<file path="src/hdl/abs_enc_pkg.sv">
// shared constants and types for the absolute encoder serial readout
package abs_enc_pkg;
    localparam int CLK_HZ = 250_000_000;
    localparam int BAUD_0 = 2400;
    localparam int BAUD_1 = 4800;
    localparam int BAUD_2 = 9600;
    localparam int BAUD_3 = 19200;
    localparam int BAUD_4 = 38400;
    localparam int BAUD_5 = 57600;
    localparam int BAUD_6 = 115200;
    localparam int BAUD_7 = 25600;
    localparam logic [15:0] FIRST_WORD_ADDR = 16'h084D;
    localparam logic [15:0] SECOND_WORD_ADDR = 16'h084E;
    localparam logic [7:0] STATION_RESET = 8'h01;
    localparam logic [7:0] BROADCAST_ADDR = 8'h00;
    localparam logic [7:0] FN_READ_HOLD = 8'h03;
    localparam logic [7:0] FN_EXC_FLAG = 8'h80;
    localparam logic [7:0] EXC_BAD_FUNC = 8'h01;
    localparam logic [7:0] EXC_BAD_ADDR = 8'h02;
    localparam logic [15:0] CRC_INIT = 16'hFFFF;
    localparam logic [15:0] CRC_POLY = 16'hA001;
    localparam logic [3:0] REQ_LEN = 4'h8;
    localparam logic [3:0] CRC_SPAN = 4'h6;
    localparam logic [23:0] GAP_BITS = 24'h000023;
    localparam logic [1:0] FRAME_NONE_2STOP = 2'h0;
    localparam logic [1:0] FRAME_EVEN_1STOP = 2'h1;
    localparam logic [1:0] FRAME_ODD_1STOP = 2'h2;
    localparam logic [1:0] FRAME_NONE_1STOP = 2'h3;
    localparam logic [3:0] BITS_SHORT = 4'hA;
    localparam logic [3:0] BITS_LONG = 4'hB;

    typedef struct packed {
        logic [7:0] station;
        logic [2:0] baud_code;
        logic [1:0] framing_code;
        logic word_order;
    } cfg_t;

    typedef struct packed {
        logic overspeed;
        logic low_battery;
        logic battery_fault;
        logic multiturn_init;
    } alarm_t;

    typedef enum logic [1:0] {RX_IDLE = 2'b01, RX_BUSY = 2'b10} rx_state_t;
    typedef enum logic [1:0] {TX_IDLE = 2'b01, TX_BUSY = 2'b10} tx_state_t;
    typedef enum logic [2:0] {P_RECV = 3'b001, P_CHECK = 3'b010, P_SEND = 3'b100} proto_state_t;

    function automatic logic [16:0] baud_div(input logic [2:0] code, input int clk_hz);
        unique case (code)
            3'h0: baud_div = 17'(clk_hz / BAUD_0);
            3'h1: baud_div = 17'(clk_hz / BAUD_1);
            3'h2: baud_div = 17'(clk_hz / BAUD_2);
            3'h3: baud_div = 17'(clk_hz / BAUD_3);
            3'h4: baud_div = 17'(clk_hz / BAUD_4);
            3'h5: baud_div = 17'(clk_hz / BAUD_5);
            3'h6: baud_div = 17'(clk_hz / BAUD_6);
            3'h7: baud_div = 17'(clk_hz / BAUD_7);
        endcase
    endfunction

    function automatic logic [15:0] crc16_byte(input logic [15:0] crc, input logic [7:0] b);
        logic [15:0] c;
        c = crc ^ {8'h00, b};
        for (int i = 0; i < 8; i++) begin
            c = c[0] ? ((c >> 1) ^ CRC_POLY) : (c >> 1);
        end
        return c;
    endfunction
endpackage

</file>
<file path="src/hdl/abs_enc_readout.sv">
// serial slave readout of absolute encoder position and alarm flags
`timescale 1ns/100ps
`default_nettype none
module abs_enc_readout
    import abs_enc_pkg::*;
#(
    parameter int CLK_FREQ_HZ = CLK_HZ
) (
    input wire logic mclk,
    input wire logic nrst,
    input wire logic rx_pin,
    output logic tx_pin,
    output logic tx_oe,
    input wire cfg_t cfg,
    input wire logic [15:0] turns_raw,
    input wire logic [15:0] single_turn,
    input wire logic sample_valid,
    input wire logic multiturn_mode,
    input wire logic battery_low,
    input wire logic battery_warn,
    input wire logic overspeed_det,
    input wire logic multiturn_lost,
    input wire logic alarm_clear_function,
    input wire logic multiturn_zeroing_function,
    output alarm_t alarms
);
    logic nrst_meta_ff, nrst_sync_ff;
    always_ff @(posedge mclk or negedge nrst) begin
        if (!nrst) begin
            nrst_meta_ff <= 1'b0;
            nrst_sync_ff <= 1'b0;
        end else begin
            nrst_meta_ff <= 1'b1;
            nrst_sync_ff <= nrst_meta_ff;
        end
    end

    logic rx_meta_ff, rx_sync_ff;
    always_ff @(posedge mclk or negedge nrst_sync_ff) begin
        if (!nrst_sync_ff) begin
            rx_meta_ff <= 1'b1;
            rx_sync_ff <= 1'b1;
        end else begin
            rx_meta_ff <= rx_pin;
            rx_sync_ff <= rx_meta_ff;
        end
    end

    logic [16:0] div;
    logic has_par, odd_par;
    logic [3:0] nbits;
    assign div = baud_div(cfg.baud_code, CLK_FREQ_HZ);
    assign has_par = (cfg.framing_code == FRAME_EVEN_1STOP) || (cfg.framing_code == FRAME_ODD_1STOP);
    assign odd_par = (cfg.framing_code == FRAME_ODD_1STOP);
    assign nbits = (cfg.framing_code == FRAME_NONE_1STOP) ? BITS_SHORT : BITS_LONG;

    // receiver
    rx_state_t rx_st_ff, nxt_rx_st;
    logic [16:0] rx_cnt_ff, nxt_rx_cnt;
    logic [3:0] rx_idx_ff, nxt_rx_idx;
    logic [7:0] rx_sh_ff, nxt_rx_sh, rx_byte_ff, nxt_rx_byte;
    logic rx_par_ff, nxt_rx_par, rx_valid_ff, nxt_rx_valid, rx_err_ff, nxt_rx_err;
    always_comb begin
        nxt_rx_st = rx_st_ff;
        nxt_rx_cnt = rx_cnt_ff;
        nxt_rx_idx = rx_idx_ff;
        nxt_rx_sh = rx_sh_ff;
        nxt_rx_par = rx_par_ff;
        nxt_rx_byte = rx_byte_ff;
        nxt_rx_valid = 1'b0;
        nxt_rx_err = 1'b0;
        unique case (rx_st_ff)
            RX_IDLE: begin
                if (!rx_sync_ff) begin
                    nxt_rx_st = RX_BUSY;
                    nxt_rx_cnt = div >> 1;
                    nxt_rx_idx = 4'h0;
                end
            end
            RX_BUSY: begin
                if (rx_cnt_ff != 17'h00000) begin
                    nxt_rx_cnt = rx_cnt_ff - 17'h00001;
                end else begin
                    nxt_rx_cnt = div - 17'h00001;
                    nxt_rx_idx = rx_idx_ff + 4'h1;
                    if (rx_idx_ff == 4'h0) begin
                        if (rx_sync_ff) nxt_rx_st = RX_IDLE;
                    end else if (rx_idx_ff <= 4'h8) begin
                        nxt_rx_sh = {rx_sync_ff, rx_sh_ff[7:1]};
                    end else if (has_par && rx_idx_ff == 4'h9) begin
                        nxt_rx_par = rx_sync_ff;
                    end else begin
                        nxt_rx_st = RX_IDLE;
                        if (!rx_sync_ff || (has_par && ((^rx_sh_ff ^ rx_par_ff) != odd_par))) begin
                            nxt_rx_err = 1'b1;
                        end else begin
                            nxt_rx_valid = 1'b1;
                            nxt_rx_byte = rx_sh_ff;
                        end
                    end
                end
            end
        endcase
    end
    always_ff @(posedge mclk or negedge nrst_sync_ff) begin
        if (!nrst_sync_ff) begin
            rx_st_ff <= RX_IDLE;
            rx_cnt_ff <= 17'h00000;
            rx_idx_ff <= 4'h0;
            rx_sh_ff <= 8'h00;
            rx_par_ff <= 1'b0;
            rx_byte_ff <= 8'h00;
            rx_valid_ff <= 1'b0;
            rx_err_ff <= 1'b0;
        end else begin
            rx_st_ff <= nxt_rx_st;
            rx_cnt_ff <= nxt_rx_cnt;
            rx_idx_ff <= nxt_rx_idx;
            rx_sh_ff <= nxt_rx_sh;
            rx_par_ff <= nxt_rx_par;
            rx_byte_ff <= nxt_rx_byte;
            rx_valid_ff <= nxt_rx_valid;
            rx_err_ff <= nxt_rx_err;
        end
    end

    // alarms and position sample
    alarm_t al_ff, nxt_al;
    logic [15:0] zero_ofs_ff, nxt_zero_ofs, pos_turn_ff, nxt_pos_turn, pos_single_ff, nxt_pos_single;
    always_comb begin
        nxt_al = al_ff;
        nxt_zero_ofs = zero_ofs_ff;
        nxt_pos_turn = pos_turn_ff;
        nxt_pos_single = pos_single_ff;
        if (alarm_clear_function) begin
            nxt_al.low_battery = 1'b0;
            nxt_al.overspeed = 1'b0;
            nxt_al.battery_fault = 1'b0;
        end
        if (multiturn_mode && battery_low) nxt_al.low_battery = 1'b1;
        if (battery_warn) nxt_al.battery_fault = 1'b1;
        if (overspeed_det) nxt_al.overspeed = 1'b1;
        if (multiturn_zeroing_function) begin
            nxt_al.multiturn_init = 1'b0;
            nxt_zero_ofs = turns_raw;
            nxt_pos_turn = 16'h0000;
        end
        if (multiturn_lost) nxt_al.multiturn_init = 1'b1;
        if (sample_valid) begin
            nxt_pos_turn = turns_raw - nxt_zero_ofs;
            nxt_pos_single = single_turn;
        end
    end
    always_ff @(posedge mclk or negedge nrst_sync_ff) begin
        if (!nrst_sync_ff) begin
            al_ff <= '{overspeed: 1'b0, low_battery: 1'b0, battery_fault: 1'b0,
                       multiturn_init: 1'b1};
            zero_ofs_ff <= 16'h0000;
            pos_turn_ff <= 16'h0000;
            pos_single_ff <= 16'h0000;
        end else begin
            al_ff <= nxt_al;
            zero_ofs_ff <= nxt_zero_ofs;
            pos_turn_ff <= nxt_pos_turn;
            pos_single_ff <= nxt_pos_single;
        end
    end
    assign alarms = al_ff;

    // request decode and reply sequencing
    proto_state_t p_ff, nxt_p;
    logic [7:0] buf_ff [0:7];
    logic [7:0] nxt_buf [0:7];
    logic [7:0] resp_ff [0:6];
    logic [7:0] nxt_resp [0:6];
    logic [3:0] bcnt_ff, nxt_bcnt, len_ff, nxt_len, tidx_ff, nxt_tidx;
    logic [15:0] crc_ff, nxt_crc;
    logic bad_ff, nxt_bad, tx_go;
    logic [23:0] gap_ff, nxt_gap, gap_lim;
    logic [7:0] tx_byte;
    logic [15:0] start, qty, w0, w1;
    logic range_ok, addr_hit;
    tx_state_t tx_st_ff;
    assign gap_lim = {7'h00, div} * GAP_BITS;
    assign start = {buf_ff[2], buf_ff[3]};
    assign qty = {buf_ff[4], buf_ff[5]};
    assign w0 = cfg.word_order ? pos_single_ff : pos_turn_ff;
    assign w1 = cfg.word_order ? pos_turn_ff : pos_single_ff;
    assign range_ok = (qty == 16'h0002 && start == FIRST_WORD_ADDR)
        || (qty == 16'h0001 && (start == FIRST_WORD_ADDR || start == SECOND_WORD_ADDR));
    assign addr_hit = (buf_ff[0] == cfg.station);
    always_comb begin
        nxt_p = p_ff;
        nxt_buf = buf_ff;
        nxt_resp = resp_ff;
        nxt_bcnt = bcnt_ff;
        nxt_len = len_ff;
        nxt_tidx = tidx_ff;
        nxt_crc = crc_ff;
        nxt_bad = bad_ff;
        nxt_gap = gap_ff;
        tx_go = 1'b0;
        tx_byte = 8'h00;
        unique case (p_ff)
            P_RECV: begin
                if (rx_valid_ff || rx_err_ff) begin
                    nxt_gap = 24'h000000;
                    if (rx_err_ff) begin
                        nxt_bad = 1'b1;
                    end else begin
                        nxt_buf[bcnt_ff[2:0]] = rx_byte_ff;
                        nxt_bcnt = bcnt_ff + 4'h1;
                        if (bcnt_ff < CRC_SPAN) nxt_crc = crc16_byte(crc_ff, rx_byte_ff);
                        if (bcnt_ff == REQ_LEN - 4'h1) nxt_p = P_CHECK;
                    end
                end else if (gap_ff >= gap_lim) begin
                    nxt_bcnt = 4'h0;
                    nxt_bad = 1'b0;
                    nxt_crc = CRC_INIT;
                end else begin
                    nxt_gap = gap_ff + 24'h000001;
                end
            end
            P_CHECK: begin
                nxt_p = P_RECV;
                nxt_bcnt = 4'h0;
                nxt_bad = 1'b0;
                nxt_crc = CRC_INIT;
                nxt_tidx = 4'h0;
                if (!bad_ff && crc_ff == {buf_ff[7], buf_ff[6]} && addr_hit
                    && buf_ff[0] != BROADCAST_ADDR) begin
                    nxt_p = P_SEND;
                    nxt_resp[0] = buf_ff[0];
                    if (buf_ff[1] != FN_READ_HOLD) begin
                        nxt_resp[1] = buf_ff[1] | FN_EXC_FLAG;
                        nxt_resp[2] = EXC_BAD_FUNC;
                        nxt_len = 4'h3;
                    end else if (!range_ok) begin
                        nxt_resp[1] = buf_ff[1] | FN_EXC_FLAG;
                        nxt_resp[2] = EXC_BAD_ADDR;
                        nxt_len = 4'h3;
                    end else begin
                        nxt_resp[1] = FN_READ_HOLD;
                        nxt_resp[2] = {qty[6:0], 1'b0};
                        {nxt_resp[3], nxt_resp[4]} = (start == SECOND_WORD_ADDR) ? w1 : w0;
                        {nxt_resp[5], nxt_resp[6]} = w1;
                        nxt_len = (qty == 16'h0002) ? 4'h7 : 4'h5;
                    end
                end
            end
            P_SEND: begin
                if (tx_st_ff == TX_IDLE) begin
                    tx_go = 1'b1;
                    nxt_tidx = tidx_ff + 4'h1;
                    if (tidx_ff < len_ff) begin
                        tx_byte = resp_ff[tidx_ff[2:0]];
                        nxt_crc = crc16_byte(crc_ff, tx_byte);
                    end else if (tidx_ff == len_ff) begin
                        tx_byte = crc_ff[7:0];
                    end else begin
                        tx_byte = crc_ff[15:8];
                        nxt_p = P_RECV;
                        nxt_crc = CRC_INIT;
                        nxt_gap = 24'h000000;
                    end
                end
            end
        endcase
    end
    always_ff @(posedge mclk or negedge nrst_sync_ff) begin
        if (!nrst_sync_ff) begin
            p_ff <= P_RECV;
            for (int i = 0; i < 8; i++) buf_ff[i] <= 8'h00;
            for (int i = 0; i < 7; i++) resp_ff[i] <= 8'h00;
            bcnt_ff <= 4'h0;
            len_ff <= 4'h0;
            tidx_ff <= 4'h0;
            crc_ff <= CRC_INIT;
            bad_ff <= 1'b0;
            gap_ff <= 24'h000000;
        end else begin
            p_ff <= nxt_p;
            buf_ff <= nxt_buf;
            resp_ff <= nxt_resp;
            bcnt_ff <= nxt_bcnt;
            len_ff <= nxt_len;
            tidx_ff <= nxt_tidx;
            crc_ff <= nxt_crc;
            bad_ff <= nxt_bad;
            gap_ff <= nxt_gap;
        end
    end

    // transmitter
    tx_state_t nxt_tx_st;
    logic [16:0] tx_cnt_ff, nxt_tx_cnt;
    logic [10:0] tx_sh_ff, nxt_tx_sh;
    logic [3:0] tx_left_ff, nxt_tx_left;
    logic tx_ff, nxt_tx, toe_ff, nxt_toe, tx_parbit;
    assign tx_parbit = has_par ? (^tx_byte ^ odd_par) : 1'b1;
    always_comb begin
        nxt_tx_st = tx_st_ff;
        nxt_tx_cnt = tx_cnt_ff;
        nxt_tx_sh = tx_sh_ff;
        nxt_tx_left = tx_left_ff;
        nxt_tx = tx_ff;
        nxt_toe = toe_ff;
        unique case (tx_st_ff)
            TX_IDLE: begin
                nxt_tx = 1'b1;
                nxt_toe = (p_ff == P_SEND);
                if (tx_go) begin
                    nxt_tx_st = TX_BUSY;
                    nxt_tx = 1'b0;
                    nxt_tx_sh = {2'b11, tx_parbit, tx_byte};
                    nxt_tx_left = nbits;
                    nxt_tx_cnt = div - 17'h00001;
                end
            end
            TX_BUSY: begin
                if (tx_cnt_ff != 17'h00000) begin
                    nxt_tx_cnt = tx_cnt_ff - 17'h00001;
                end else if (tx_left_ff == 4'h1) begin
                    nxt_tx_st = TX_IDLE;
                    nxt_tx = 1'b1;
                    nxt_toe = (p_ff == P_SEND);
                end else begin
                    nxt_tx = tx_sh_ff[0];
                    nxt_tx_sh = {1'b1, tx_sh_ff[10:1]};
                    nxt_tx_left = tx_left_ff - 4'h1;
                    nxt_tx_cnt = div - 17'h00001;
                end
            end
        endcase
    end
    always_ff @(posedge mclk or negedge nrst_sync_ff) begin
        if (!nrst_sync_ff) begin
            tx_st_ff <= TX_IDLE;
            tx_cnt_ff <= 17'h00000;
            tx_sh_ff <= 11'h7FF;
            tx_left_ff <= 4'h0;
            tx_ff <= 1'b1;
            toe_ff <= 1'b0;
        end else begin
            tx_st_ff <= nxt_tx_st;
            tx_cnt_ff <= nxt_tx_cnt;
            tx_sh_ff <= nxt_tx_sh;
            tx_left_ff <= nxt_tx_left;
            tx_ff <= nxt_tx;
            toe_ff <= nxt_toe;
        end
    end
    assign tx_pin = tx_ff;
    assign tx_oe = toe_ff;
endmodule // abs_enc_readout
`default_nettype wire

</file>
<file path="config.mk">
export PLATFORM = sky130hd
export DESIGN_NAME = abs_enc_readout
export DESIGN_NICKNAME = d
export VERILOG_FILES = /design/src/hdl/abs_enc_pkg.sv /design/src/hdl/abs_enc_readout.sv
export SDC_FILE = /design/constraint.sdc
export NUM_CORES = 1
export LEC_CHECK = 0
export BUFFER_PORTS_ARGS = -buffer_cell sky130_fd_sc_hd__buf_4
export CAP_MARGIN = 25
export CORE_MARGIN = 10
export CORE_UTILIZATION = 25
export CTS_CLUSTER_DIAMETER = 40
export DETAILED_ROUTE_END_ITERATION = 8
export HOLD_SLACK_MARGIN = 0.08
export SLEW_MARGIN = 20
export SYNTH_ARGS = -nofsm -noshare
export SYNTH_HDL_FRONTEND = slang
export SYNTH_SLANG_ARGS = --single-unit
</file>
<file path="constraint.sdc">
create_clock -name mclk -period 22 [get_ports mclk]
set_input_delay 3.3 -clock mclk [delete_from_list [all_inputs] [get_ports mclk]]
set_output_delay 3.3 -clock mclk [all_outputs]
set_load 0.02 [all_outputs]
</file>
# --- Word-level counts from Yosys, hierarchy flattened ---
# Memory sizes are Yosys's and may differ from the RTL's.
# Cells that the tools add are included.
word_totals:
  mem_bits_ro: 136
  mem_count: 1
  input_bits: 57
  reg_bits: 310
  wordCells: 313
  output_inout_bits: 6
mem_list:
  columns: ["memory", "words", "word_bits", "rd", "rd_clocked_by_memory_dff", "wr", "line", "source"]
  rows:
  - ["(name not given)", 8, 17, 1, 0, 0, "abs_enc_pkg.sv:51", "unique case (code)"]
op_classes:
  n_addsub: 9
  multipliers: 1
  n_reduce_logical: 48
  n_lt_le_gt_ge: 7
  n_bitwise: 29
  n_eq_ne: 44
  mux: 127
ops:
  columns: ["operator", "n"]
  rows:
  - ["$mux 16", 31]
  - ["$mux 24", 5]
  - ["$mux 17", 5]
  - ["$pmux 17 s2", 2]
  - ["$bwmux 64", 1]
  - ["$mux 8", 7]
  - ["$sub 17x1->17 const B", 3]
  - ["$not 2->3", 16]
  - ["$pmux 16 s3", 1]
  - ["$pmux 24 s2", 1]
  - ["$mux 4", 9]
  - ["$reduce_bool 17->1", 2]
  - ["$mux 11", 3]
  - ["$eq 16x12->1 const B", 2]
  - ["$pmux 4 s2", 4]
  - ["$xor 16x8->16", 2]
  - ["$mux 3", 10]
  - ["$ne 3x3->1 const B", 10]
  - ["$mux 1", 29]
  - ["$add 24x1->24 const B", 1]
  - ["$bmux 8 s3", 1]
  - ["$demux 8 s3", 1]
  - ["$ge 24x23->1", 1]
  - ["$ne 2x2->1 const B", 12]
  - ["other kinds (44)", 106]

# --- Logic depth before layout (Yosys ltp) ---
# Gate-level depths: netlist of run 1.
depth:
  depth_word: 24
  ltp_mapped: 32
  mapped_depth_nobuf: 29

# --- Least setup slack after synthesis of run 1 ---
# Ideal clock, no wire load.
synth_path:
  path_kind: "input -> register"
  startpoint: "in cfg[3] (netlist name)"
  endpoint: "reg crc_ff[10]"
  slack_ns: 12.625
  path_buffers: 3
  path_stages: 30
  t_arrival_ns: 9.293
  required_ns: 21.918
  setup_time_ns: 0.082
  cell_sequence: "clkbuf_1 > inv_1 > ha_1 > nand2_1 > inv_1 > a21oi_1 > inv_1 > ha_1 > ha_1 > inv_1 > fa_1 > inv_1 > ha_1 > o21ai_0 > a21boi_0 > a31o_2 > or3_1 > a31oi_1 > xor2_1 > ha_1 > a21o_1 > a21o_1 > a21oi_1 > o21ai_0 > a41oi_1 > o211ai_1 > and3_1 > clkbuf_1 > clkbuf_1 > mux2_2"
synth_via:
  elab_chain_len: 5
synth_lines:
  columns: ["element", "line", "source"]
  rows:
  - ["start, declared", "abs_enc_readout.sv:14", "input wire cfg_t cfg,"]
  - ["$mem_v2 8x17", null, null]
  - ["$mul 17x6->23", "abs_enc_readout.sv:184", "assign gap_lim = {7'h00, div} * GAP_BITS;"]
  - ["$ge 24x23->1", "abs_enc_readout.sv:216", "end else if (gap_ff >= gap_lim) begin"]
  - ["$ne 3x3->1 (no line)", null, null]
  - ["$reduce_and 5->1 (no line)", null, null]
  - ["end signal, assigned", "abs_enc_readout.sv:288", "crc_ff <= nxt_crc;"]
  - ["end, declared", "abs_enc_readout.sv:177", "logic [15:0] crc_ff, nxt_crc;"]
# No other way between the ends.
# A chain may end at the register's enable or synchronous reset.

# --- Worst setup path in the final report of run 1 ---
layout_path:
  startpoint: "in cfg[4] (netlist name)"
  endpoint: "reg gap_ff[12]"
layout_via:
  elab_chain_len: 5
layout_lines:
  columns: ["element", "line", "source"]
  rows:
  - ["$mem_v2 8x17", null, null]
  - ["$mul 17x6->23", "abs_enc_readout.sv:184", null]
  - ["$ge 24x23->1", "abs_enc_readout.sv:216", null]
  - ["$ne 3x3->1 (no line)", null, null]
  - ["$reduce_and 5->1 (no line)", null, null]
  - ["end signal, assigned", "abs_enc_readout.sv:290", "gap_ff <= nxt_gap;"]
  - ["end, declared", "abs_enc_readout.sv:179", "logic [23:0] gap_ff, nxt_gap, gap_lim;"]
# No other way between the ends.

==> impl_metrics.json, run 1 <==
{
  "synth.top_cells.by_area": "sky130_fd_sc_hd__dfrtp_1, sky130_fd_sc_hd__ha_1, sky130_fd_sc_hd__mux2_2",
  "synth_edf_count": 0,
  "antenna_violating_nets_post_route": 0,
  "avgViaCountPerCell": 4.764,
  "netlist_instances": 1875,
  "numCtsBuffers": 42,
  "switching_power_uw": 446.6,
  "initialDrtViolationCount": 910,
  "synth_top_area_cell": "sky130_fd_sc_hd__dfrtp_1",
  "simple_gate_area_share_of_the_yosys_netlist_pct": 13.28,
  "synth_top_area_share_pct": 36.84,
  "power_frac_clock_pct": 44.0,
  "cap_viol_max_count": 0,
  "hpwlAfterDp_mm": 33.63,
  "startpoint_type": "input port",
  "start_util_pct": 25.18,
  "layout.cells.most_common": "sky130_fd_sc_hd__dfrtp_1",
  "hold_buffers": 0,
  "antenna_found_initial": 0,
  "postPlaceCellArea_sq_um": 20140,
  "synth.area.mux_share_pct": 12.49,
  "synth_xor_xnor_area_share_pct": 6.062,
  "drcViolationCount": 0,
  "yosys_register_bits": 307,
  "top_library_cells_by_usage_in_the_layout_fill_and_taps_aside": "sky130_fd_sc_hd__dfrtp_1, sky130_fd_sc_hd__nand2_1, sky130_fd_sc_hd__mux2_2",
  "setup_total_negative_slack_ns": 0,
  "antennaDiodeCount": 0,
  "fin_worst_skew_ns": 0.01608,
  "worstPathRequired_ns": 22.46,
  "synth_async_sr_flop_share_pct": 100.0,
  "swShare_pct": 28.22,
  "die_height_um": 293.3,
  "synth_top_family_by_area": "compound AO/OA/AOI/OAI gates",
  "via_count": 13905,
  "endpoint_kind": "flop",
  "grt_first_pass_wirelength_mm": 76.71,
  "slew_headroom_pct": 27.27,
  "final_cells": 2919,
  "nets": 2102,
  "layout_min_cycle_time_ns": 9.643,
  "drive_above_1_share_pct": 17.28,
  "layout_setup_ws_ns": 12.36,
  "seq_area_frac_synth_pct": 41.34,
  "number_of_gates_given_a_new_drive_strength_after_cts": 0,
  "post_synth_instance_area_sq_um": 18680,
  "finalCoreUtilization_pct": 29.13,
  "power_report.internal_total_mw": 1.136,
  "die_w_um": 293.3,
  "clk_pin_slew_ns": 0.06,
  "setup.worst_path.class": "in2reg",
  "global_route.overflow_total": 0,
  "groute.usage.overall_pct": 10.77,
  "first_pass_iteration_count_of_the_detailed_router": 5,
  "post-cts-setup-buffers": 0,
  "yosys_warnings": 0,
  "status": "completed",
  "grt_max_degree": 76,
  "synth.avg_cell_area_sq_um": 9.962,
  "seq_power_share_pct": 40.1,
  "cts.sinks": 307,
  "power_leakage_nw": 9.998,
  "report.final.setup_viol": 0,
  "rsz0062_at_grt": "false",
  "power_per_cell_area_nw_per_um2": 73.24,
  "boundaryPins": 63,
  "ys.flop_type": "sky130_fd_sc_hd__dfrtp_1",
  "final.period_utilization_pct": 43.83,
  "drv_slew": 0,
  "hold_slack_ns": 0.3538,
  "type_of_the_tightest_min_delay_check": "reg2reg",
  "placedCellCount": 2840,
  "pwr-share-comb_pct": 15.9,
  "design_area_sq_um": 21610,
  "detailedPlace.worstSlack_ns": 11.86,
  "timing_hold_violations_final": 0,
  "cts_tree": "done",
  "fraction_of_the_mapped_netlist_area_in_compound_gates_pct": 13.46,
  "clk_root_buffer_cell": "sky130_fd_sc_hd__clkbuf_16",
  "first_global_vias": 13876,
  "worst_ep_arrival_time_ns": 10.11,
  "area_growth_syn_to_layout_pct": 15.70,
  "wl_mm": 46.90,
  "core_region_area_sq_um": 74200,
  "io_buffers": 62,
  "htreeDepth": 2,
  "cts_max_path_buffers": 3,
  "clock_latency_ns": 0.56,
  "floorplan.rows": 100,
  "critical_path.max_fanout": 21,
  "gpl.final_weighted_congestion": 0.8433,
  "synth_fa_ha_area_share_pct": 9.056,
  "netlist-cell-type-count": 89,
  "fin_total_pwr_mw": 1.583,
  "design.die.area_sq_um": 86050,
  "drt-wirelength-per-cell_um": 16.07,
  "worst_margin_pin_slew_ns": 1.081,
  "irDropWorstVdd_v": 0.00005968,
  "timing.fmax_ghz": 0.1037,
  "synthesis.nets": 2060
}
## cells in the mapped netlist, drive strengths merged, types with 23 or more instances
library cell,instances
nor2,103
xor2,49
a21oi,107
nand3,33
clkbuf,62
dfstp,32
inv,120
ha,116
nand2,180
dfrtp,275
xnor2,64
mux2i,74
nor3,34
o21ai,126
nand2b,26
a31oi,28
mux2,131
a21o,23
## kinds of logic after synthesis
kind of cell               Yosys count
and+or+nand+nor                    504
AOI/OAI and AO/OA                  405
buffers and inverters              202
muxes                              210
other                                1
DFF                                307
xor gates and xnor gates           118
adders and majority gates          128
## routing by layer
layer | global-route usage [%] | vias up | part of all wire, %
met5 | 0 | - | 0
met4 | 2.639 | 0 | 1.9
met3 | 1.977 | 73 | 4.6
met2 | 17.04 | 279 | 46
met1 | 14.92 | 6831 | 48
li1 | - | 6722 | -
## worst paths after layout
kind	start	end	slack, ns	cells after the start
worst max-delay path	cfg[4]	gap_ff[12]$_DFFE_PN0P_	12.36	28
worst min-delay path	rx_meta_ff$_DFF_PN1_	rx_sync_ff$_DFF_PN1_	0.35	0
worst max register to register	rx_cnt_ff[0]$_DFFE_PN0N_	rx_byte_ff[2]$_DFFE_PN0P_	18.03	10
worst min register to register	rx_meta_ff$_DFF_PN1_	rx_sync_ff$_DFF_PN1_	0.35	0
max in group asynchronous	nrst_sync_ff$_DFF_PN0_	rx_cnt_ff[2]$_DFFE_PN0N_	19.36	3
min in group asynchronous	nrst_sync_ff$_DFF_PN0_	pos_single_ff[12]$_DFFE_PN0P_	0.46	0
## power by group through the flow
stage	registers [mW]	logic (mW)	clock network [mW]
final	0.634	0.252	0.696
after global routing	0.640	0.289	0.741
after CTS	0.634	0.254	0.715
after detailed placement	0.643	0.253	0
after global placement	0.642	0.250	0
after floorplan	0.639	0.185	0
## flip-flops by register name (all words and copies together) (netlist names), 8 cells and up
signal         cells
rx_sh_ff           8
resp_ff           56
rx_byte_ff         8
tx_sh_ff           9
zero_ofs_ff       16
rx_cnt_ff         17
tx_cnt_ff         17
buf_ff            64
crc_ff            16
gap_ff            24
pos_single_ff     16
pos_turn_ff       16
## final cells by class
cell class | instances | area (sq um)
sequential | 307 | 7726
inverter | 121 | 454.2
timing repair buffer | 79 | 605.6
tap | 969 | 1212
fill | 7726 | 52580
clock inverter | 19 | 235.2
multi-input combinational | 1366 | 10180
clock buffer | 58 | 1202
## critical path: stages
cell and delay, ns:
sky130_fd_sc_hd__buf_4 0.17, sky130_fd_sc_hd__inv_1 0.29, sky130_fd_sc_hd__ha_1 0.31, sky130_fd_sc_hd__nand2_1 0.13, sky130_fd_sc_hd__inv_1 0.16, sky130_fd_sc_hd__a21oi_1 0.40, sky130_fd_sc_hd__inv_1 0.17, sky130_fd_sc_hd__ha_1 0.33
sky130_fd_sc_hd__ha_1 0.29, sky130_fd_sc_hd__ha_1 0.22, sky130_fd_sc_hd__inv_1 0.07, sky130_fd_sc_hd__fa_1 0.20, sky130_fd_sc_hd__nor2b_1 0.06, sky130_fd_sc_hd__o21bai_1 0.16, sky130_fd_sc_hd__a21boi_0 0.11, sky130_fd_sc_hd__o21ai_0 0.20
sky130_fd_sc_hd__a21boi_0 0.15, sky130_fd_sc_hd__a31o_2 0.29, sky130_fd_sc_hd__o311ai_0 0.40, sky130_fd_sc_hd__nand2_1 0.15, sky130_fd_sc_hd__a211oi_1 0.24, sky130_fd_sc_hd__ha_1 0.28, sky130_fd_sc_hd__a2111oi_0 0.37, sky130_fd_sc_hd__o21ai_0 0.14
sky130_fd_sc_hd__a41oi_1 0.37, sky130_fd_sc_hd__and3_1 0.75, sky130_fd_sc_hd__a41oi_1 0.21, sky130_fd_sc_hd__a41oi_1 0.19
Power figures use the tool's default switching activity.
==> run 2: changes to the inputs <==
Clock period 22 ns to 8.93 ns, I/O delays scaled along.
==> run 2 against run 1 <==
Final area up 0.15%. Global-route usage fell by 0.056 points. Register-to-register slack got worse by 13 ns. Highest routed layer unchanged. Core utilization barely moved.
==> impl_metrics.json, run 2 (synthesized netlist as in run 1, its figures left out) <==
{
  "largest_register_ffs": 64,
  "cts_tree": "done",
  "clk_root_buffer_cell": "sky130_fd_sc_hd__clkbuf_16",
  "layout_min_cycle_time_ns": 7.775,
  "power_leakage_nw": 10.04,
  "cts.sinks": 307,
  "layout.cells.most_common": "sky130_fd_sc_hd__dfrtp_1",
  "grt_max_degree": 73,
  "via_count": 13770,
  "startpoint_type": "input port",
  "gpl.final_weighted_congestion": 0.8502,
  "area_growth_syn_to_layout_pct": 15.88,
  "finalCoreUtilization_pct": 29.17,
  "avgViaCountPerCell": 4.713,
  "top_library_cells_by_usage_in_the_layout_fill_and_taps_aside": "sky130_fd_sc_hd__dfrtp_1, sky130_fd_sc_hd__nand2_1, sky130_fd_sc_hd__mux2_2",
  "global_route.overflow_total": 0,
  "drt-wirelength-per-cell_um": 15.97,
  "biggestRegsByFlops": "buf_ff (64), resp_ff (56), gap_ff (24)",
  "timing.fmax_ghz": 0.1286,
  "drv_slew": 0,
  "numCtsBuffers": 43,
  "postPlaceCellArea_sq_um": 20150,
  "final.period_utilization_pct": 87.07,
  "power_per_cell_area_nw_per_um2": 182.5,
  "type_of_the_tightest_min_delay_check": "reg2async",
  "grt_first_pass_wirelength_mm": 75.85,
  "report.final.setup_viol": 0,
  "antennaDiodeCount": 0,
  "status": "completed",
  "nets": 2103,
  "worst_margin_pin_slew_ns": 0.9996,
  "hpwlAfterDp_mm": 33.87,
  "timing.critical_path.slowest_cell_delay_ns": 0.77,
  "boundaryPins": 63,
  "post-cts-setup-buffers": 0,
  "setup_slack_on_the_worst_flop_to_flop_path_ns": 5.00,
  "die_w_um": 293.3,
  "hold_buffers": 0,
  "htreeDepth": 2,
  "endpoint_kind": "flop",
  "worst_ep_arrival_time_ns": 8.23,
  "worst_r2r_startpoint": "rx_cnt_ff[0]$_DFFE_PN0N_",
  "r2r_cells": 9,
  "setup_total_negative_slack_ns": 0,
  "drcViolationCount": 0,
  "floorplan.rows": 100,
  "design.die.area_sq_um": 86050,
  "antenna_violating_nets_post_route": 0,
  "antenna_found_initial": 0,
  "critical_path.max_fanout": 21,
  "number_of_gates_given_a_new_drive_strength_after_cts": 0,
  "critical-path-slowest-cell": "sky130_fd_sc_hd__and3_1",
  "core_region_area_sq_um": 74200,
  "setup.worst_path.class": "in2reg",
  "wl_mm": 46.67,
  "clk_pin_slew_ns": 0.05,
  "fin_total_pwr_mw": 3.949,
  "fin_worst_skew_ns": 0.02392,
  "start_util_pct": 25.18,
  "worstPathRequired_ns": 9.39,
  "critical_path.most_common_cell": "sky130_fd_sc_hd__ha_1",
  "timing_hold_violations_final": 0,
  "first_pass_iteration_count_of_the_detailed_router": 5,
  "cap_viol_max_count": 0,
  "layout_setup_ws_ns": 1.155,
  "crit-reg2reg-capture": "rx_sh_ff[0]$_DFFE_PN0P_",
  "first_global_vias": 13678,
  "rsz0062_at_grt": "false",
  "detailedPlace.worstSlack_ns": 0.7022,
  "cts_max_path_buffers": 3,
  "clock_latency_ns": 0.56,
  "top_register_by_number_of_flip_flops": "buf_ff",
  "irDropWorstVdd_v": 0.0001402,
  "placedCellCount": 2841,
  "final_cells": 2922,
  "groute.usage.overall_pct": 10.71,
  "drive_above_1_share_pct": 17.36,
  "design_area_sq_um": 21640,
  "slew_headroom_pct": 33.11,
  "initialDrtViolationCount": 901,
  "die_height_um": 293.3,
  "io_buffers": 62,
  "hold_slack_ns": 0.3006
}
-- run 2: cell type report --
cell class,instances,area (sq um)
clock buffer,56,1186
clock inverter,24,302.8
fill,7758,52550
inverter,121,454.2
multi-input combinational,1366,10170
sequential,307,7726
tap,969,1212
timing repair buffer,79,590.6
-- run 2: worst max path at each step --
stage / start / slack (ns) / depth (start not counted) / to
floorplan: cfg[3] / 1.52 / 30 / crc_ff[10]$_DFFE_PN1P_
global placement: cfg[4] / 0.82 / 28 / gap_ff[13]$_DFFE_PN0P_
detailed placement: cfg[4] / 0.70 / 28 / gap_ff[13]$_DFFE_PN0P_
CTS: cfg[4] / 1.25 / 28 / gap_ff[13]$_DFFE_PN0P_
global route: cfg[4] / 0.46 / 28 / gap_ff[7]$_DFFE_PN0P_
finish: cfg[4] / 1.16 / 28 / gap_ff[13]$_DFFE_PN0P_
-- run 2: worst max-delay path, delay by kind of cell --
family                   cells  cell delay, ns
buffers and inverters        5            0.85
AO/OA/AOI/OAI               13            3.30
AND/OR/NAND/NOR              4            1.11
adder cells (fa/ha/maj)      6            1.61
-- run 2: routing by layer --
layer	vias to the layer above	global-route usage (%)	part of all wire [%]
met3	78	1.955	4.5
met5	-	0	0
met1	6692	14.81	48
li1	6743	-	-
met2	257	16.88	46
met4	0	2.902	2.1
-- run 2: power by group --
group	internal (mW)	total [mW]	switching (mW)
sequential	1.47	1.56	0.0870
combinational	0.280	0.622	0.342
clock	1.08	1.77	0.692
==> run 3: changes to the inputs <==
--- a/config.mk
+++ b/config.mk
@@ -13,4 +13,5 @@
 export DETAILED_ROUTE_END_ITERATION = 8
 export HOLD_SLACK_MARGIN = 0.08
+export MAX_ROUTING_LAYER = met4
 export SLEW_MARGIN = 20
 export SYNTH_ARGS = -nofsm -noshare
==> constraint.sdc (replaced) <==
create_clock -name mclk -period 8.93 [get_ports mclk]
set_input_delay 1.3395 -clock mclk [delete_from_list [all_inputs] [get_ports mclk]]
set_output_delay 1.3395 -clock mclk [all_outputs]
set_load 0.1 [all_outputs]
==> run 3 against run 2 <==
Maximum frequency rose by 0.18%. Count of clock-buffer cells in the layout did not move. Register-to-register slack barely moved. Cell count did not move.
==> impl_metrics.json, run 3 (synthesized netlist as in run 1, its figures left out) <==
{
  "slew_headroom_pct": 34.09,
  "critical_path.max_fanout": 21,
  "wl_mm": 46.73,
  "irDropWorstVdd_v": 0.0001381,
  "setup_total_negative_slack_ns": 0,
  "hold_slack_ns": 0.2999,
  "clock_latency_ns": 0.56,
  "clk_pin_slew_ns": 0.05,
  "power_per_cell_area_nw_per_um2": 182.8,
  "final_cells": 2922,
  "boundaryPins": 63,
  "setup.worst_path.class": "in2reg",
  "avgViaCountPerCell": 4.707,
  "design.die.area_sq_um": 86050,
  "cap_viol_max_count": 0,
  "top_register_by_number_of_flip_flops": "buf_ff",
  "timing_hold_violations_final": 0,
  "endpoint_kind": "flop",
  "clk_root_buffer_cell": "sky130_fd_sc_hd__clkbuf_16",
  "die_height_um": 293.3,
  "antenna_found_initial": 0,
  "timing.critical_path.slowest_cell_delay_ns": 0.77,
  "top_library_cells_by_usage_in_the_layout_fill_and_taps_aside": "sky130_fd_sc_hd__dfrtp_1, sky130_fd_sc_hd__nand2_1, sky130_fd_sc_hd__mux2_2",
  "startpoint_type": "input port",
  "cts.sinks": 307,
  "worstPathRequired_ns": 9.38,
  "antennaDiodeCount": 0,
  "drive_above_1_share_pct": 17.36,
  "type_of_the_tightest_min_delay_check": "reg2async",
  "grt_max_degree": 73,
  "die_w_um": 293.3,
  "crit-reg2reg-capture": "tx_cnt_ff[0]$_DFFE_PN0P_",
  "io_buffers": 62,
  "floorplan.rows": 100,
  "detailedPlace.worstSlack_ns": 0.7022,
  "first_global_vias": 13683,
  "via_count": 13755,
  "layout_setup_ws_ns": 1.169,
  "setup_slack_on_the_worst_flop_to_flop_path_ns": 4.99,
  "initialDrtViolationCount": 921,
  "critical-path-slowest-cell": "sky130_fd_sc_hd__and3_1",
  "status": "completed",
  "htreeDepth": 2,
  "cts_tree": "done",
  "area_growth_syn_to_layout_pct": 15.88,
  "numCtsBuffers": 43,
  "nets": 2103,
  "fin_worst_skew_ns": 0.02452,
  "power_leakage_nw": 10.04,
  "largest_register_ffs": 64,
  "first_pass_iteration_count_of_the_detailed_router": 5,
  "layout.cells.most_common": "sky130_fd_sc_hd__dfrtp_1",
  "drcViolationCount": 0,
  "gpl.final_weighted_congestion": 0.8637,
  "placedCellCount": 2841,
  "layout_min_cycle_time_ns": 7.761,
  "final.period_utilization_pct": 86.91,
  "report.final.setup_viol": 0,
  "number_of_gates_given_a_new_drive_strength_after_cts": 0,
  "cts_max_path_buffers": 3,
  "worstPathBufferInverterCount": 5,
  "biggestRegsByFlops": "buf_ff (64), resp_ff (56), gap_ff (24)",
  "start_util_pct": 25.18,
  "drv_slew": 0,
  "postPlaceCellArea_sq_um": 20150,
  "hold_buffers": 0,
  "drt-wirelength-per-cell_um": 15.99,
  "worst_r2r_startpoint": "tx_cnt_ff[0]$_DFFE_PN0P_",
  "r2r_cells": 11,
  "critical_path.most_common_cell": "sky130_fd_sc_hd__ha_1",
  "design_area_sq_um": 21640,
  "core_region_area_sq_um": 74200,
  "worst_margin_pin_slew_ns": 0.9850,
  "fillerInstances": 7758,
  "rsz0062_at_grt": "false",
  "global_route.overflow_total": 0,
  "grt_first_pass_wirelength_mm": 75.82,
  "timing.fmax_ghz": 0.1289,
  "post-cts-setup-buffers": 0,
  "groute.usage.overall_pct": 11.02,
  "multiInputGateArea_sq_um": 10170,
  "antenna_violating_nets_post_route": 0,
  "worst_path_dominant_cell_family": "compound AO/OA/AOI/OAI gates",
  "seqCellArea_sq_um": 7726,
  "hpwlAfterDp_mm": 33.87,
  "worst_ep_arrival_time_ns": 8.22
}
## run 3: cell counts in the layout (fill, tap and decap cells not counted)
No cell type changed its count.
## run 3: where the power goes
group          leakage [nW]  switching, mW  internal, mW  total, mW
logic                  5.41          0.350         0.280      0.630
clock network         0.727          0.692          1.08       1.77
registers              3.91         0.0868          1.47       1.56
total                  10.0           1.13          2.83       3.96
## run 3: per-layer routing
layer	part of all wire (%)	up-vias	global-route usage [%]
met1	48	6671	14.98
met2	46	268	16.88
li1	-	6736	-
met5	0	-	-
met3	3.9	80	1.713
met4	2.2	0	2.902
## run 3: worst max-delay path by stage
stage               startpoint                      to  slack [ns]  depth (start not counted)
global route            cfg[4]   gap_ff[7]$_DFFE_PN0P_        0.46                         28
detailed placement      cfg[4]  gap_ff[13]$_DFFE_PN0P_        0.70                         28
floorplan               cfg[3]  crc_ff[10]$_DFFE_PN1P_        1.52                         30
CTS                     cfg[4]  gap_ff[13]$_DFFE_PN0P_        1.25                         28
finish                  cfg[4]  gap_ff[13]$_DFFE_PN0P_        1.17                         28
global placement        cfg[4]  gap_ff[13]$_DFFE_PN0P_        0.82                         28
## run 3: area by class of cell
class | instances | share of cell area (%)
Clock buffer | 56 | 5.480
Multi-Input combinational cell | 1366 | 47.00
Timing Repair Buffer | 79 | 2.728
Sequential cell | 307 | 35.70
Clock inverter | 24 | 1.399
Inverter | 121 | 2.098
Tap cell | 969 | 5.601
## run 3: stage by stage
step                      total power, mW  util (%)
after detailed placement            2.217     27.16
after CTS                           4.013     29.17
after floorplan                     2.036         -
final                               3.957     29.17
after global routing                4.182     29.17
after global placement              2.210     27.14
